$ cat src/common/wut_pkg.sv
package wut_pkg;

	////////////////////////////////////////////////////////////////////////////
	// Register byte addresses
	localparam logic [31:0] ADDR_RELOAD_VALUE  = 32'hFFFF0340;   // Load value, RW
	localparam logic [31:0] ADDR_CURRENT_COUNT = 32'hFFFF0344;   // Live counter, RO
	localparam logic [31:0] ADDR_TIMER_CONFIG  = 32'hFFFF0348;   // Configuration, RW
	localparam logic [31:0] ADDR_RELOAD_CLEAR  = 32'hFFFF034C;   // Reload and clear, WO
	localparam logic [31:0] ADDR_IRQ_STATUS    = 32'hFFFF0350;   // Sticky events, W1C
	localparam logic [31:0] ADDR_IRQ_ENABLE    = 32'hFFFF0354;   // Interrupt enable mask
	localparam logic [31:0] ADDR_CAPTURE       = 32'hFFFF0358;   // Captured count, RO

	////////////////////////////////////////////////////////////////////////////
	// Reset values
	localparam logic [31:0] RST_RELOAD_VALUE  = 32'h00000000;
	localparam logic [31:0] RST_CURRENT_COUNT = 32'h00000000;
	localparam logic [31:0] RST_TIMER_CONFIG  = 32'h00000000;
	localparam logic [31:0] RST_IRQ_STATUS    = 32'h00000000;
	localparam logic [31:0] RST_IRQ_ENABLE    = 32'h00000000;
	localparam logic [31:0] RST_CAPTURE       = 32'h00000000;

	////////////////////////////////////////////////////////////////////////////
	// Configuration field layout
	localparam int              CFG_SRC_LSB  = 9;               // Clock source [10:9]
	localparam int              CFG_UP_BIT   = 8;               // Count direction
	localparam int              CFG_EN_BIT   = 7;               // Timer enable
	localparam int              CFG_PER_BIT  = 6;               // Periodic mode
	localparam int              CFG_FMT_LSB  = 4;               // Format [5:4]
	localparam int              CFG_PSC_LSB  = 0;               // Prescaler [3:0]
	localparam logic [31:0]     CFG_WRITABLE = 32'h000007FF;    // Bits above 10 reserved

	// Interrupt status/enable layout
	localparam int              IRQ_TIMER_BIT = 4;              // Timer overflow event
	localparam logic [31:0]     IRQ_WRITABLE  = 32'h00000010;

	////////////////////////////////////////////////////////////////////////////
	// Clock sources and count formats
	typedef enum logic [1:0] {SRC_OSC, SRC_CORE, SRC_XTAL, SRC_PLL} wut_src_e;
	typedef enum logic [1:0] {FMT_BINARY, FMT_RESERVED, FMT_HMS23, FMT_HMS255} wut_fmt_e;

	// Prescaler codes and their terminal counts
	localparam logic [3:0]  PSC_DIV1      = 4'h0;
	localparam logic [3:0]  PSC_DIV16     = 4'h4;
	localparam logic [3:0]  PSC_DIV256    = 4'h8;
	localparam logic [3:0]  PSC_DIV32768  = 4'hF;
	localparam logic [14:0] PSC_TC_1      = 15'h0000;
	localparam logic [14:0] PSC_TC_16     = 15'h000F;
	localparam logic [14:0] PSC_TC_256    = 15'h00FF;
	localparam logic [14:0] PSC_TC_32768  = 15'h7FFF;

	// Time format field limits
	localparam logic [7:0]  HUND_MAX      = 8'h63;              // 99
	localparam logic [7:0]  MINSEC_MAX    = 8'h3B;              // 59
	localparam logic [7:0]  HOURS_MAX_23  = 8'h17;              // 23
	localparam logic [7:0]  HOURS_MAX_255 = 8'hFF;              // 255

	// AXI responses
	localparam logic [1:0]  RESP_OKAY   = 2'h0;
	localparam logic [1:0]  RESP_SLVERR = 2'h2;

	////////////////////////////////////////////////////////////////////////////
	// Bus carriers
	typedef struct packed {
		logic [31:0] awaddr;
		logic        awvalid;
		logic [31:0] wdata;
		logic [3:0]  wstrb;
		logic        wvalid;
		logic        bready;
		logic [31:0] araddr;
		logic        arvalid;
		logic        rready;
	} wut_axi_req_s;

	typedef struct packed {
		logic        awready;
		logic        wready;
		logic        bvalid;
		logic [1:0]  bresp;
		logic        arready;
		logic        rvalid;
		logic [31:0] rdata;
		logic [1:0]  rresp;
	} wut_axi_rsp_s;

	// Pin synchroniser state
	typedef struct packed {
		logic meta;
		logic stable;
		logic last;
	} wut_sync_s;

	// Whole state of the timer
	typedef struct packed {
		wut_axi_rsp_s rsp;
		logic [31:0]  aw_addr;
		logic         aw_got;
		logic [31:0]  w_data;
		logic [3:0]   w_strb;
		logic         w_got;
		logic [31:0]  reload;
		logic [31:0]  count;
		logic [31:0]  config_r;
		logic [31:0]  capture;
		logic [31:0]  status;
		logic [31:0]  enable;
		logic [14:0]  psc_cnt;
		logic         irq;
	} wut_state_s;

	localparam wut_axi_rsp_s RSP_RST = '{awready: 1'b1, wready: 1'b1, bvalid: 1'b0, bresp: RESP_OKAY,
		arready: 1'b1, rvalid: 1'b0, rdata: 32'h00000000, rresp: RESP_OKAY};

	localparam wut_state_s STATE_RST = '{rsp: RSP_RST, aw_addr: 32'h00000000, aw_got: 1'b0,
		w_data: 32'h00000000, w_strb: 4'h0, w_got: 1'b0, reload: RST_RELOAD_VALUE,
		count: RST_CURRENT_COUNT, config_r: RST_TIMER_CONFIG, capture: RST_CAPTURE,
		status: RST_IRQ_STATUS, enable: RST_IRQ_ENABLE, psc_cnt: 15'h0000, irq: 1'b0};

endpackage

$ cat src/wut_edge_sync.sv
`timescale 1ns/1ps
// Brings a free-running source clock pin into sys_clk and marks its rising edges
module wut_edge_sync (
	// Clock and reset
	input  wire logic sys_clk_i,
	input  wire logic rst_n_i,
	// Asynchronous source pin
	input  wire logic pin_i,
	// One-cycle pulse per rising edge of the pin
	output logic      rise_o
);
	import wut_pkg::*;

	wut_sync_s s_reg;      // Registered state
	wut_sync_s s_next;     // Next state

	////////////////////////////////////////////////////////////////////////////
	// Two-stage synchroniser, then a history bit for edge detection
	always_comb begin
		s_next        = s_reg;
		s_next.meta   = pin_i;
		s_next.stable = s_reg.meta;
		s_next.last   = s_reg.stable;
	end

	always_ff @(posedge sys_clk_i or negedge rst_n_i) begin
		if (!rst_n_i) begin
			s_reg <= '{meta: 1'b0, stable: 1'b0, last: 1'b0};
		end else begin
			s_reg <= s_next;
		end
	end

	// Only the settled stages are compared; meta stays private
	assign rise_o = s_reg.stable & ~s_reg.last;

endmodule // wut_edge_sync

$ cat src/wut_wakeup_counter.sv
// Chosen here: the AXI4-Lite interface to the registers.
`timescale 1ns/1ps
module wut_wakeup_counter (
	// Clock and reset
	input  wire logic                  sys_clk_i,
	input  wire logic                  rst_n_i,
	// AXI4-Lite register port
	input  wire wut_pkg::wut_axi_req_s axi_req_i,
	output wut_pkg::wut_axi_rsp_s      axi_rsp_o,
	// Source clock pins
	input  wire logic                  osc32k_i,
	input  wire logic                  xtal32k_i,
	input  wire logic                  undivided_pll_clock_i,
	// Interrupt
	output logic                       irq_o
);
	import wut_pkg::*;

	wut_state_s s_reg;        // Registered state
	wut_state_s s_next;       // Next state
	logic       osc_rise;     // Internal oscillator edge
	logic       xtal_rise;    // Watch crystal edge
	logic       pll_rise;     // PLL clock edge

	////////////////////////////////////////////////////////////////////////////
	// Source pin synchronisers
	// The PLL pin is sampled like the others, so it only counts correctly
	// while it runs below half of sys_clk; faster rates alias.
	wut_edge_sync u_sync_osc (
		.sys_clk_i (sys_clk_i),
		.rst_n_i   (rst_n_i),
		.pin_i     (osc32k_i),
		.rise_o    (osc_rise)
	);

	wut_edge_sync u_sync_xtal (
		.sys_clk_i (sys_clk_i),
		.rst_n_i   (rst_n_i),
		.pin_i     (xtal32k_i),
		.rise_o    (xtal_rise)
	);

	wut_edge_sync u_sync_pll (
		.sys_clk_i (sys_clk_i),
		.rst_n_i   (rst_n_i),
		.pin_i     (undivided_pll_clock_i),
		.rise_o    (pll_rise)
	);

	////////////////////////////////////////////////////////////////////////////
	// Helpers

	// Terminal count of the prescaler; reserved codes divide by 1
	function automatic logic [14:0] psc_limit(input logic [3:0] code);
		case (code)
			PSC_DIV16:    psc_limit = PSC_TC_16;
			PSC_DIV256:   psc_limit = PSC_TC_256;
			PSC_DIV32768: psc_limit = PSC_TC_32768;
			default:      psc_limit = PSC_TC_1;
		endcase
	endfunction

	// One time field: {carry/borrow, next value}
	function automatic logic [8:0] field_step(input logic [7:0] val, input logic [7:0] lim,
		input logic up, input logic go);
		field_step = {1'b0, val};
		if (go) begin
			if (up) begin
				// Out-of-range values also roll, so a bad load cannot stick
				field_step = (val >= lim) ? {1'b1, 8'h00} : {1'b0, val + 8'h01};
			end else begin
				field_step = (val == 8'h00) ? {1'b1, lim} : {1'b0, val - 8'h01};
			end
		end
	endfunction

	// Next count with overflow flag: {overflow, next}
	function automatic logic [32:0] count_step(input logic [31:0] cur, input logic up,
		input logic [1:0] fmt);
		logic [7:0] hlim;
		logic [8:0] hu;
		logic [8:0] sc;
		logic [8:0] mn;
		logic [8:0] hr;
		hlim = (fmt == FMT_HMS255) ? HOURS_MAX_255 : HOURS_MAX_23;
		hu   = 9'h000;
		sc   = 9'h000;
		mn   = 9'h000;
		hr   = 9'h000;
		if (fmt == FMT_HMS23 || fmt == FMT_HMS255) begin
			// Hundredths carry into seconds, minutes, then hours
			hu = field_step(cur[7:0], HUND_MAX, up, 1'b1);
			sc = field_step(cur[15:8], MINSEC_MAX, up, hu[8]);
			mn = field_step(cur[23:16], MINSEC_MAX, up, sc[8]);
			hr = field_step(cur[31:24], hlim, up, mn[8]);
			count_step = {hr[8], hr[7:0], mn[7:0], sc[7:0], hu[7:0]};
		end else if (up) begin
			// Binary, and the reserved format, count plainly
			count_step = {&cur, cur + 32'h00000001};
		end else begin
			count_step = {cur == 32'h00000000, cur - 32'h00000001};
		end
	endfunction

	// Byte-lane merge for writes
	function automatic logic [31:0] merge(input logic [31:0] old, input logic [31:0] nw,
		input logic [3:0] strb);
		merge = old;
		for (int i = 0; i < 4; i++) begin
			if (strb[i]) begin
				merge[8*i +: 8] = nw[8*i +: 8];
			end
		end
	endfunction

	////////////////////////////////////////////////////////////////////////////
	// Next-state logic: bus slave, prescaler, counter, interrupts
	always_comb begin
		logic        src_tick;     // Selected source edge
		logic        cnt_tick;     // Prescaled count enable
		logic        do_write;     // Write commits this cycle
		logic        clr_wr;       // Reload-and-clear write
		logic        ovf;          // Overflow this cycle
		logic [32:0] step;         // Step result
		logic [31:0] w1c;          // Status bits cleared by software
		logic [31:0] set_bits;     // Status bits set by hardware
		logic [31:0] wval;         // Merged write value
		logic [31:0] rd;           // Read data
		logic [1:0]  rresp;        // Read response
		logic        wr_err;       // Write to unmapped address
		src_tick = 1'b0;
		cnt_tick = 1'b0;
		do_write = 1'b0;
		clr_wr   = 1'b0;
		ovf      = 1'b0;
		step     = 33'h000000000;
		w1c      = 32'h00000000;
		set_bits = 32'h00000000;
		wval     = 32'h00000000;
		rd       = 32'h00000000;
		rresp    = RESP_OKAY;
		wr_err   = 1'b0;
		s_next   = s_reg;

		// Write address and data are taken independently
		if (axi_req_i.awvalid && s_reg.rsp.awready) begin
			s_next.aw_addr     = axi_req_i.awaddr;
			s_next.aw_got      = 1'b1;
			s_next.rsp.awready = 1'b0;
		end
		if (axi_req_i.wvalid && s_reg.rsp.wready) begin
			s_next.w_data     = axi_req_i.wdata;
			s_next.w_strb     = axi_req_i.wstrb;
			s_next.w_got      = 1'b1;
			s_next.rsp.wready = 1'b0;
		end

		// Commit once both halves are held
		if (s_reg.aw_got && s_reg.w_got && !s_reg.rsp.bvalid) begin
			do_write      = 1'b1;
			s_next.aw_got = 1'b0;
			s_next.w_got  = 1'b0;
		end

		// Register writes
		if (do_write) begin
			case (s_reg.aw_addr)
				ADDR_RELOAD_VALUE: begin
					s_next.reload = merge(s_reg.reload, s_reg.w_data, s_reg.w_strb);
				end
				ADDR_TIMER_CONFIG: begin
					wval            = merge(s_reg.config_r, s_reg.w_data, s_reg.w_strb);
					s_next.config_r = wval & CFG_WRITABLE;
				end
				ADDR_RELOAD_CLEAR: begin
					// Any data, any lanes
					clr_wr = 1'b1;
				end
				ADDR_IRQ_STATUS: begin
					w1c = s_reg.w_data & IRQ_WRITABLE;
				end
				ADDR_IRQ_ENABLE: begin
					wval          = merge(s_reg.enable, s_reg.w_data, s_reg.w_strb);
					s_next.enable = wval & IRQ_WRITABLE;
				end
				ADDR_CURRENT_COUNT, ADDR_CAPTURE: begin
					// Read-only: ignored, answered OKAY
				end
				default: begin
					wr_err = 1'b1;
				end
			endcase
			s_next.rsp.bvalid = 1'b1;
			s_next.rsp.bresp  = wr_err ? RESP_SLVERR : RESP_OKAY;
		end

		// Write response taken: reopen both channels
		if (s_reg.rsp.bvalid && axi_req_i.bready) begin
			s_next.rsp.bvalid  = 1'b0;
			s_next.rsp.awready = 1'b1;
			s_next.rsp.wready  = 1'b1;
		end

		// Source select; the core source ticks every sys_clk cycle
		case (wut_src_e'(s_reg.config_r[CFG_SRC_LSB +: 2]))
			SRC_OSC:  src_tick = osc_rise;
			SRC_CORE: src_tick = 1'b1;
			SRC_XTAL: src_tick = xtal_rise;
			SRC_PLL:  src_tick = pll_rise;
			default:  src_tick = 1'b0;
		endcase

		// Prescaler runs only while enabled
		if (s_reg.config_r[CFG_EN_BIT]) begin
			if (src_tick) begin
				if (s_reg.psc_cnt >= psc_limit(s_reg.config_r[CFG_PSC_LSB +: 4])) begin
					s_next.psc_cnt = 15'h0000;
					cnt_tick       = 1'b1;
				end else begin
					s_next.psc_cnt = s_reg.psc_cnt + 15'h0001;
				end
			end
		end else begin
			s_next.psc_cnt = 15'h0000;
		end

		// Counter step; nothing here depends on a core clock gate
		step = count_step(s_reg.count, s_reg.config_r[CFG_UP_BIT], s_reg.config_r[CFG_FMT_LSB +: 2]);
		if (cnt_tick) begin
			ovf          = step[32];
			s_next.count = step[31:0];
			if (ovf && s_reg.config_r[CFG_PER_BIT]) begin
				s_next.count = s_reg.reload;
			end
		end

		// Clear write reloads at once and restarts the prescaler
		if (clr_wr) begin
			s_next.count   = s_reg.reload;
			s_next.psc_cnt = 15'h0000;
		end

		// Overflow capture, gated by the timer interrupt enable
		if (ovf && s_reg.enable[IRQ_TIMER_BIT]) begin
			s_next.capture = s_reg.count;
		end

		// Sticky status: set beats clear in the same cycle
		set_bits[IRQ_TIMER_BIT] = ovf;
		if (clr_wr) begin
			w1c[IRQ_TIMER_BIT] = 1'b1;
		end
		s_next.status = ((s_reg.status & ~w1c) | set_bits) & IRQ_WRITABLE;
		s_next.irq    = |(s_next.status & s_next.enable);

		// Read port: data fetched when the address is taken
		if (axi_req_i.arvalid && s_reg.rsp.arready) begin
			case (axi_req_i.araddr)
				ADDR_RELOAD_VALUE:  rd = s_reg.reload;
				ADDR_CURRENT_COUNT: rd = s_reg.count;
				ADDR_TIMER_CONFIG:  rd = s_reg.config_r;
				ADDR_RELOAD_CLEAR:  rd = 32'h00000000;
				ADDR_IRQ_STATUS:    rd = s_reg.status;
				ADDR_IRQ_ENABLE:    rd = s_reg.enable;
				ADDR_CAPTURE:       rd = s_reg.capture;
				default:            rresp = RESP_SLVERR;
			endcase
			s_next.rsp.arready = 1'b0;
			s_next.rsp.rvalid  = 1'b1;
			s_next.rsp.rdata   = rd;
			s_next.rsp.rresp   = rresp;
		end

		// Read data taken: accept the next address
		if (s_reg.rsp.rvalid && axi_req_i.rready) begin
			s_next.rsp.rvalid  = 1'b0;
			s_next.rsp.arready = 1'b1;
		end
	end

	////////////////////////////////////////////////////////////////////////////
	// State register
	always_ff @(posedge sys_clk_i or negedge rst_n_i) begin
		if (!rst_n_i) begin
			s_reg <= STATE_RST;
		end else begin
			s_reg <= s_next;
		end
	end

	// Outputs come straight from the state register
	assign axi_rsp_o = s_reg.rsp;
	assign irq_o     = s_reg.irq;

endmodule // wut_wakeup_counter

$ cat config.mk
export PLATFORM = sky130hd
export DESIGN_NAME = wut_wakeup_counter
export DESIGN_NICKNAME = d
export VERILOG_FILES = /design/src/common/wut_pkg.sv /design/src/wut_edge_sync.sv /design/src/wut_wakeup_counter.sv
export SDC_FILE = /design/constraint.sdc
export NUM_CORES = 1
export LEC_CHECK = 0
export ABC_CLOCK_PERIOD_IN_PS = 4800
export BUFFER_PORTS_ARGS = -buffer_cell sky130_fd_sc_hd__buf_2
export CAP_MARGIN = 25
export CORE_MARGIN = 3
export CORE_UTILIZATION = 50
export CTS_CLUSTER_DIAMETER = 80
export CTS_CLUSTER_SIZE = 20
export DETAILED_ROUTE_END_ITERATION = 7
export PLACE_DENSITY = 0.69
export RECOVER_POWER = 50
export SETUP_SLACK_MARGIN = 0.3
export SKIP_LAST_GASP = 1
export SLEW_MARGIN = 20
export SYNTH_ARGS = -nofsm -noshare
export SYNTH_HDL_FRONTEND = slang
export SYNTH_SLANG_ARGS = --single-unit
$ cat constraint.sdc
create_clock -name sys_clk_i -period 4.8 [get_ports sys_clk_i]
set_clock_uncertainty 0.05 [all_clocks]
set_input_delay 0.96 -clock sys_clk_i [delete_from_list [all_inputs] [get_ports sys_clk_i]]
set_output_delay 0.96 -clock sys_clk_i [all_outputs]
set_load 0.03 [all_outputs]
==> results of run 1 <==
-- stage by stage --
step                setup slack, ps   util  power [mW]
detailed placement              799  0.547        3.25
finish                          947  0.564        4.63
floorplan                       771      -        3.03
global route                    651  0.564        4.86
global placement                941  0.546        3.22
CTS                             978  0.564        4.69
-- worst max-delay path: stages, from the launching register on --
cell and delay, ps:
dfrtp_1 530, ha_1 320, or4_1 560, a311oi_1 330
or3_1 200, a211oi_2 40, buf_4 200, a31oi_1 380
nor2b_2 100, nand2_2 80, buf_4 530, mux2_2 410
-- path summary, 6_finish.rpt --
| kind | from | end | slack, ps | cells after the start |
|---|---|---|---|---|
| setup / recovery | s_reg[144]$_DFFE_PN0P_ | s_reg[80]$_DFFE_PN0P_ | 950 | 11 |
| max in group asynchronous | rst_n_i | s_reg[81]$_DFFE_PN0P_ | 1440 | 2 |
| hold / removal | u_sync_pll.s_next[1]$_DFF_PN0_ | u_sync_pll.s_next[0]$_DFF_PN0_ | 300 | 0 |
| setup reg to reg | s_reg[144]$_DFFE_PN0P_ | s_reg[80]$_DFFE_PN0P_ | 950 | 11 |
| hold reg to reg | u_sync_pll.s_next[1]$_DFF_PN0_ | u_sync_pll.s_next[0]$_DFF_PN0_ | 300 | 0 |
| min in group asynchronous | rst_n_i | s_reg[204]$_DFFE_PN0P_ | 1260 | 1 |
-- area by class of cell --
| cell class | count | area, um2 |
|---|---|---|
| Sequential cell | 243 | 6080 |
| Multi-Input combinational cell | 1060 | 7770 |
| Timing Repair Buffer | 180 | 1000 |
| Inverter | 38 | 143 |
| Tap cell | 378 | 473 |
| Clock buffer | 21 | 450 |
| Fill cell | 2479 | 12300 |
| Clock inverter | 4 | 53.8 |
-- synthesized netlist by cell type (8+ instances only) --
cell type | count | area share
a211oi_1 | 20 | 0.010
a21o_1 | 22 | 0.011
a21oi_1 | 65 | 0.022
a221oi_1 | 15 | 0.0090
a222oi_1 | 21 | 0.014
a22o_1 | 16 | 0.0096
a31oi_1 | 14 | 0.0060
and2_1 | 8 | 0.0034
and3_1 | 16 | 0.0069
buf_2 | 8 | 0.0027
buf_4 | 41 | 0.021
clkbuf_1 | 64 | 0.016
dfrtp_1 | 240 | 0.41
ha_1 | 59 | 0.051
inv_1 | 38 | 0.0098
mux2_2 | 119 | 0.092
mux2_4 | 30 | 0.031
mux2i_1 | 15 | 0.010
nand2_1 | 139 | 0.036
nand3_1 | 33 | 0.011
nand4_1 | 30 | 0.013
nor2_1 | 83 | 0.021
nor2b_1 | 12 | 0.0051
nor3_1 | 27 | 0.0092
nor4_1 | 13 | 0.0056
o211ai_1 | 13 | 0.0067
o21ai_0 | 91 | 0.031
o21ai_1 | 8 | 0.0027
o22ai_1 | 10 | 0.0043
o31ai_1 | 11 | 0.0057
xnor2_1 | 30 | 0.018
xor2_1 | 26 | 0.016
-- cell families (layout without fill, tap and decap cells) --
logic type | Yosys count | after routing | synth area share
simple gates | 405 | 405 | 0.136
compound gates | 373 | 373 | 0.174
flops | 243 | 243 | 0.416
mux | 164 | 164 | 0.133
buf+inv | 160 | 243 | 0.0544
fa+ha+maj | 60 | 60 | 0.0519
xor+xnor | 56 | 56 | 0.0336
other cells | 1 | 2 | 0.000257
-- layer usage --
metal	part of all wire	routed length [um]	vias to the layer above
met5	0	0	-
met1	0.46	17600	5699
met3	0.073	2820	47
met2	0.45	17200	389
met4	0.017	670	0
li1	-	-	5537
-- power breakdown --
| part | total (mW) | switching [mW] | leakage (nW) | internal [mW] |
|---|---|---|---|---|
| clock | 1.43 | 0.746 | 0.246 | 0.687 |
| sequential | 2.59 | 0.216 | 3.21 | 2.37 |
| combinational | 0.611 | 0.268 | 4.17 | 0.343 |
==> flow_metrics.py, run 1 <==
metrics = {
    "status": {
        "status": "complete, but fails checks",
        "violations": "max-capacitance violations, max-slew violations",
    },
    "cells_and_area": {
        "finalNonFillerCells": 1924,
        "syn2layout_area_growth_pct": 9.38,
        "drive_gt1_frac": 0.245,
        "n_antenna_cell": 0,
        "layout_commonest_cell": "dfrtp_1",
        "final_cell_mix": "dfrtp_1, buf_2, nand2_1, mux2_2, o21ai_0",
        "nNetsFinal": 1710,
        "largest_reg_flops": 194,
        "fin_area_mm2": 0.0160,
    },
    "power": {
        "ir_drop_uv": 255,
        "power.density_mw_per_mm2": 290,
        "leakage_nw": 7.62,
    },
    "logic_synthesis": {
        "ys_types": 84,
        "syn_inst": 1462,
        "ys_async_sr_fraction": 1.00,
        "synth_flop_cell": "dfrtp_1",
        "synth_area_mm2": 0.0146,
        "yosys_warnings": 0,
        "yosys_register_bits": 243,
        "yosysSeqAreaShare": 0.416,
        "syn_area_per_cell_um2": 9.99,
        "synth_edf_count": 0,
    },
    "cts": {
        "cts_setup_buffers": 0,
        "cts_sinks": 243,
        "insertion_delay_ps": 510,
        "cts_made_buffers": 17,
        "hold_buffers": 0,
        "h-tree-depth": 1,
        "cts_resized": 0,
        "cts_tree": "done",
        "clk_pin_slew_worst_paths_ps": 80,
        "cts-root-buf": "clkbuf_16",
        "cts_buffer_depth": 3,
    },
    "route": {
        "finalWirelength_um": 38300,
        "wire_per_inst_um": 19.9,
        "ant_nets": 0,
        "route.detailed.drc": 0,
        "dr.pass1.iters": 5,
        "vias_per_cell": 6.07,
        "num_vias": 11700,
        "drt_iter0_drc": 922,
    },
    "hold_path": {
        "holdCritPathClass": "reg2reg",
    },
    "die": {
        "rows": 61,
        "die_w_um": 177,
        "die_area_mm2": 0.0313,
        "io_pins": 152,
        "coreArea_mm2": 0.0283,
        "die_h_um": 177,
        "start_util": 0.516,
    },
    "grt": {
        "grt_max_degree": 113,
        "antenna_found_initial": 0,
        "grt-busiest-layer": "met2",
        "grt.met1_usage": 0.362,
        "grt_use_met3": 0.0356,
        "grt.total_usage": 0.244,
        "grt_pass1_wl_um": 61900,
        "grt_use_met2": 0.385,
        "overflow": 0,
        "first_global_vias": 11500,
    },
    "placed_design": {
        "dp_hpwl_um": 27400,
        "gp_congestion": 0.902,
        "postPlaceCellArea_mm2": 0.0155,
        "io_buffers": 149,
        "dp_cells": 1898,
    },
    "critical_path": {
        "cp-start-kind": "register",
        "crit_fanout": 32,
        "required_ps": 5150,
        "arrival_ps": 4200,
        "critPathKind": "reg2reg",
        "crit_path_end_kind": "register",
    },
    "sta": {
        "finalHoldViolations": 0,
        "finalSetupViolCount": 0,
        "maxSlewViolCount": 150,
        "fmax_mhz": 260,
        "min_period_ps": 3850,
        "tns_ps": 0,
        "slew-limit-headroom": -0.921,
        "period_share": 0.803,
        "worst_pin_slew_ps": 2880,
        "holdWs_ps": 302,
        "rsz0062_at_grt": "false",
    },
    "run": {
        "cap_violations": 2,
    },
}
Note: power is estimated with default switching activity, not from simulation.
==> run 2: changes to the inputs <==
ABC_AREA = 1   (was default)
ABC_CLOCK_PERIOD_IN_PS = 3630   (was 4800)
clock period = 3.63 ns   (was 4.8 ns; I/O delays follow)
==> run 2 against run 1 <==
Compared with the run above:
- the run still ends with max-capacitance violations, max-slew violations left
- global-route usage up 1.6 points
- sequential power up 27%
- synthesized cell count up 57%
- first-iteration DRC count up 62%
- final cell count up 44%
- utilization down 0.95 points
- register-to-register slack worse by 410 ps
- critical path type unchanged
- highest routed layer is now met5
==> flow_metrics.py, run 2 <==
metrics = {
    "status": {
        "status": "complete, but fails checks",
        "violations": "max-capacitance violations, max-slew violations",
    },
    "sta": {
        "maxSlewViolCount": 56,
        "fmax_mhz": 323,
        "rsz0062_at_grt": "false",
        "period_share": 0.852,
        "finalSetupViolCount": 0,
        "worst_pin_slew_ps": 2710,
        "min_period_ps": 3090,
        "finalHoldViolations": 0,
        "tns_ps": 0,
        "slew-limit-headroom": -0.806,
    },
    "die": {
        "coreArea_mm2": 0.0309,
        "rows": 64,
        "io_pins": 152,
        "die_area_mm2": 0.0338,
        "die_h_um": 184,
        "die_w_um": 184,
        "start_util": 0.512,
    },
    "cts": {
        "cts_made_buffers": 16,
        "insertion_delay_ps": 520,
        "cts_buffer_depth": 3,
        "cts-root-buf": "clkbuf_16",
        "h-tree-depth": 1,
        "clk_pin_slew_worst_paths_ps": 80,
        "cts_sinks": 243,
        "cts_tree": "done",
    },
    "power": {
        "power.density_mw_per_mm2": 351,
        "ir_drop_uv": 413,
        "clkPwrFrac": 0.296,
        "comb_power_share": 0.157,
        "switching_power_mw": 1.77,
        "internal_power_mw": 4.25,
        "p_total_mw": 6.02,
        "power.share.switching": 0.293,
        "pwr-share-seq": 0.547,
        "leakage_nw": 8.99,
    },
    "route": {
        "finalWirelength_um": 43500,
        "ant_nets": 0,
        "vias_per_cell": 5.38,
        "dr.pass1.iters": 6,
        "num_vias": 14900,
        "drt_iter0_drc": 1493,
        "route.detailed.drc": 0,
        "wire_per_inst_um": 15.7,
    },
    "logic_synthesis": {
        "synth_most_common_cell": "nand2_1",
        "synth_top_cells_by_count": "nand2_1, inv_1, dfrtp_1, o21ai_0, nand3_1",
        "ys_types": 53,
        "yosysSeqAreaShare": 0.384,
        "synth_area_leaders": "dfrtp_1, nand2_1, inv_1",
        "synth_area_mm2": 0.0158,
        "yosys_register_bits": 243,
        "yosys.area.top_type": "dfrtp_1",
        "synth_flop_cell": "dfrtp_1",
        "yosys_warnings": 0,
        "syn_inst": 2289,
        "ys_async_sr_fraction": 1.00,
        "synth_edf_count": 0,
        "syn_area_per_cell_um2": 6.92,
        "synth_top_area_share": 0.379,
    },
    "cells_and_area": {
        "syn2layout_area_growth_pct": 8.32,
        "utilization": 0.555,
        "nNetsFinal": 2534,
        "n_antenna_cell": 0,
        "finalNonFillerCells": 2766,
        "layout_commonest_cell": "nand2_1",
        "largest_reg_flops": 194,
        "final_cell_mix": "nand2_1, inv_1, dfrtp_1, o21ai_0, nand3_1",
        "fill_cells": 3016,
        "drive_gt1_frac": 0.0979,
    },
    "critical_path": {
        "cp-startpoint": "s_reg[112]$_DFFE_PN0P_",
        "crit_fanout": 45,
        "r2r_slack_ps": 540,
        "timing.rr.end": "s_reg[95]$_DFFE_PN0P_",
        "critPathKind": "reg2reg",
        "crit_path_end_kind": "register",
        "r2r_cells": 15,
        "crit_end": "s_reg[95]$_DFFE_PN0P_",
        "cp-start-kind": "register",
        "arrival_ps": 3460,
        "required_ps": 4000,
        "r2r_start": "s_reg[112]$_DFFE_PN0P_",
    },
    "grt": {
        "overflow": 0,
        "grt_pass1_wl_um": 72200,
        "grt.total_usage": 0.260,
        "antenna_found_initial": 1,
        "grt_max_degree": 80,
        "first_global_vias": 14200,
    },
    "hold_path": {
        "holdCritPathClass": "in2reg",
    },
    "placed_design": {
        "dp_cells": 2739,
        "dp_hpwl_um": 33100,
        "gp_congestion": 0.946,
        "io_buffers": 149,
    },
    "run": {
        "cap_violations": 1,
    },
}
==> run 2: power groups by stage <==
stage | logic (mW) | clock network (mW) | registers, mW
3_3_place_gp | 0.920 | 0 | 3.33
5_1_grt | 1.11 | 1.93 | 3.35
2_1_floorplan | 0.685 | 0 | 3.30
3_5_place_dp | 0.946 | 0 | 3.35
4_1_cts | 0.953 | 1.83 | 3.30
6_report | 0.944 | 1.78 | 3.29
==> run 2: kinds of logic after synthesis <==
family	synth area share
other	0.000237
AND/OR/NAND/NOR	0.315
XOR/XNOR	0.0210
buffers and inverters	0.119
adder cells (fa/ha/maj)	0.0479
AO/OA/AOI/OAI	0.112
flip-flops	0.384
==> run 2: cell type report <==
type,instances,area [um2],share of cell area
repair buffers,172,988,0.0576
multi-input cells,1609,7910,0.462
clock buffers,22,423,0.0247
well taps,396,495,0.0289
flip-flops and latches,243,6080,0.355
clock inverters,2,32.5,0.00190
inverters,322,1210,0.0706
==> run 2: routing by layer <==
metal | routed length (um) | up-vias | track usage
met5 | 13 | - | 0
met4 | 928 | 2 | 0.0608
met3 | 3210 | 63 | 0.0372
met2 | 18900 | 515 | 0.404
met1 | 20500 | 6893 | 0.387
li1 | - | 7397 | -
==> run 2: worst max-delay path, stage by stage (launching register included) <==
cell	delay [ps]
dfrtp_1	380
inv_1	70
nor4_1	360
inv_2	150
nand2_1	140
inv_1	100
ha_1	310
nand2_1	90
nor4_1	280
nand2_1	100
nand3_2	180
nand4_4	170
nor2_8	210
buf_12	240
nand2_1	80
o21ai_1	90
==> run 2: what timing repair did <==
action / in CTS / in global routing
hold buffers: 0 / 0
resized for setup: 4 / 6
buffers inserted: 0 / 2
endpoints found under the setup margin: 32 / 64
pin swaps: 0 / 1
==> run 2: how the worst min path moves through the flow <==
| stage | from | endpoint | slack, ps | cells past startpoint |
|---|---|---|---|---|
| 2_1_floorplan | u_sync_osc.s_next[1]$_DFF_PN0_ | u_sync_osc.s_next[0]$_DFF_PN0_ | 280 | 0 |
| 3_3_place_gp | u_sync_xtal.s_next[1]$_DFF_PN0_ | u_sync_xtal.s_next[0]$_DFF_PN0_ | 280 | 0 |
| 3_5_place_dp | u_sync_osc.s_next[1]$_DFF_PN0_ | u_sync_osc.s_next[0]$_DFF_PN0_ | 300 | 0 |
| 5_1_grt | osc32k_i | u_sync_osc.s_next[1]$_DFF_PN0_ | 250 | 1 |
| 4_1_cts | rst_n_i | s_reg[13]$_DFFE_PN0P_ | 80 | 1 |
| 6_report | xtal32k_i | u_sync_xtal.s_next[1]$_DFF_PN0_ | 270 | 1 |
==> run 2: per-stage QoR <==
stage | hold WS (ps) | setup slack (ps) | cell area [um2]
final | 268 | 538 | 17100
after global routing | 249 | 187 | 17100
after CTS | 76.4 | 317 | 17100
after detailed placement | 296 | 147 | 16600
after global placement | 285 | 348 | 16600
after floorplan | 281 | 536 | 15800
==> run 3: changes to the inputs <==
CORE_UTILIZATION = 60   (was 50)
CTS_CLUSTER_SIZE = default   (was 20)
PLACE_DENSITY = 0.81   (was 0.69)
==> run 3 against run 2 <==
Compared with the run above:
- the run still ends with max-capacitance violations, max-slew violations left
- register-to-register slack improved by 20 ps
- routed wire length increased by 1.1%
- first-iteration DRC count increased by 16%
- combinational power increased by 1%
- via count increased by 3.5%
- sequential power about the same
- worst setup slack improved by 16 ps
- utilization increased by 13 points
- power increased by 15%
- critical path type unchanged
==> flow_metrics.py, run 3 (synthesis gave the netlist of run 2 again) <==
metrics = {
    "status": {
        "status": "complete, but fails checks",
        "violations": "max-capacitance violations, max-slew violations",
    },
    "route": {
        "vias_per_cell": 5.65,
        "wire_per_inst_um": 16.2,
        "num_vias": 15400,
        "dr_wl_met3_um": 4090,
        "met1_length_um": 19200,
        "dr_wl_met2_um": 19700,
        "ant_nets": 0,
        "dr.pass1.iters": 6,
        "top_layer": "met4",
        "drt_iter0_drc": 1728,
        "route.detailed.drc": 0,
        "finalWirelength_um": 44000,
    },
    "cells_and_area": {
        "finalNonFillerCells": 2724,
        "drive_gt1_frac": 0.106,
        "utilization": 0.683,
        "layout_commonest_cell": "nand2_1",
        "syn2layout_area_growth_pct": 10.2,
        "final_cell_mix": "nand2_1, inv_1, dfrtp_1, o21ai_0, nand3_1",
        "nNetsFinal": 2547,
        "largest_reg_flops": 194,
    },
    "grt": {
        "overflow": 0,
        "first_global_vias": 14500,
        "antenna_found_initial": 1,
        "grt.total_usage": 0.308,
        "grt_pass1_wl_um": 72200,
        "grt_max_degree": 95,
    },
    "critical_path": {
        "arrival_ps": 3480,
        "crit_family": "simple AND/OR/NAND/NOR gates",
        "cp_cell_sequence": "inv_1 -> nor4_1 -> inv_2 -> nand2_1 -> inv_1 -> ha_1 -> nand2_1 -> nor4_1 -> nand2_1 -> nand3_1 -> buf_4 -> nand4_4 -> nor2_8 -> clkbuf_16 -> nand2_1 -> o21ai_1",
        "crit_buf_inv": 5,
        "cp-startpoint": "s_reg[112]$_DFFE_PN0P_",
        "cpMaxStageDelayCell": "dfrtp_1",
        "r2r_cells": 16,
        "critPathKind": "reg2reg",
        "r2r_start": "s_reg[112]$_DFFE_PN0P_",
        "crit_path_end_kind": "register",
        "crit_end": "s_reg[93]$_DFFE_PN0P_",
        "cp-start-kind": "register",
        "cp.depth": 16,
        "r2r_slack_ps": 550,
        "cpMostUsedCell": "nand2_1",
        "timing.rr.end": "s_reg[93]$_DFFE_PN0P_",
        "required_ps": 4030,
        "crit_fanout": 27,
        "slowest_delay_ps": 360,
    },
    "cts": {
        "cts_made_buffers": 26,
        "h-tree-depth": 1,
        "cts_tree": "done",
        "cts_sinks": 243,
        "clk_pin_slew_worst_paths_ps": 60,
        "hold_buffers": 0,
        "cts-root-buf": "clkbuf_16",
        "insertion_delay_ps": 540,
        "cts_buffer_depth": 3,
    },
    "sta": {
        "rsz0062_at_grt": "false",
        "min_period_ps": 3080,
        "period_share": 0.848,
        "finalSetupViolCount": 0,
        "slew-limit-headroom": -0.653,
        "worst_pin_slew_ps": 2480,
        "layout_setup_ws_ps": 553,
        "tns_ps": 0,
        "finalHoldViolations": 0,
        "maxSlewViolCount": 94,
        "fmax_mhz": 325,
    },
    "run": {
        "cap_violations": 1,
    },
    "placed_design": {
        "place_ws_ps": 335,
        "gp_congestion": 1.02,
        "dp_cells": 2675,
        "io_buffers": 149,
        "dp_hpwl_um": 32500,
    },
    "power": {
        "ir_drop_uv": 499,
        "pwr-share-seq": 0.481,
        "leakage_nw": 9.18,
        "switching_power_mw": 1.93,
        "comb_power_share": 0.138,
        "power.density_mw_per_mm2": 396,
        "clkPwrFrac": 0.380,
        "power.share.switching": 0.280,
        "p_total_mw": 6.90,
        "internal_power_mw": 4.97,
    },
    "die": {
        "die_area_mm2": 0.0284,
        "die_w_um": 168,
        "die_h_um": 168,
        "start_util": 0.620,
        "io_pins": 152,
        "coreArea_mm2": 0.0255,
        "rows": 58,
    },
    "hold_path": {
        "holdCritPathClass": "in2reg",
    },
}
[run 3: changes by cell type in the layout (fill, tap and decap cells not counted), sizes merged]
cell	delta
clkbuf	+23
dlymetal6s4s	-1
buf	-2
bufinv	+1
diode	+1
inv	-1
clkinv	+2
clkinvlp	+1
[run 3: worst min-delay path by stage]
stage,from,endpoint,depth (start not counted)
after global placement,u_sync_osc.s_next[1]$_DFF_PN0_,u_sync_osc.s_next[0]$_DFF_PN0_,0
final,osc32k_i,u_sync_osc.s_next[1]$_DFF_PN0_,1
after floorplan,u_sync_osc.s_next[1]$_DFF_PN0_,u_sync_osc.s_next[0]$_DFF_PN0_,0
after detailed placement,u_sync_osc.s_next[1]$_DFF_PN0_,u_sync_osc.s_next[0]$_DFF_PN0_,0
after CTS,rst_n_i,s_reg[3]$_DFFE_PN0P_,1
after global routing,osc32k_i,u_sync_osc.s_next[1]$_DFF_PN0_,1
[run 3: repair_timing]
action	4_1_cts	5_1_grt
setup buffers	0	3
gates resized for setup	0	6
endpoints found under the setup margin	0	66
endpoints found under the hold margin	0	0
[run 3: cell type report]
class                   count  area [um2]
clock inverters             5        70.1
repair buffers            175         985
well taps                 330         413
flip-flops and latches    243        6080
fillers                  2200        8110
multi-input cells        1609        7900
diodes                      1        2.50
inverters                 322        1210
clock buffers              39         779
[run 3: power groups by stage]
stage	Clock, mW	Sequential [mW]	Combinational, mW
2_1_floorplan	0	3.30	0.685
3_3_place_gp	0	3.33	0.911
3_5_place_dp	0	3.36	0.949
4_1_cts	2.66	3.32	0.964
5_1_grt	2.76	3.37	1.10
6_report	2.62	3.32	0.954
[run 3: metal layers]
| metal | track usage | vias up |
|---|---|---|
| met4 | 0.0829 | 0 |
| met3 | 0.0385 | 84 |
| li1 | - | 7422 |
| met2 | 0.483 | 741 |
| met5 | 0 | - |
| met1 | 0.456 | 7143 |
[run 3: stage by stage]
step	hold WS (ps)	cell area, um2
after floorplan	281	15800
after global placement	285	16500
after detailed placement	292	16500
after CTS	165	17400
after global routing	233	17400
final	243	17400
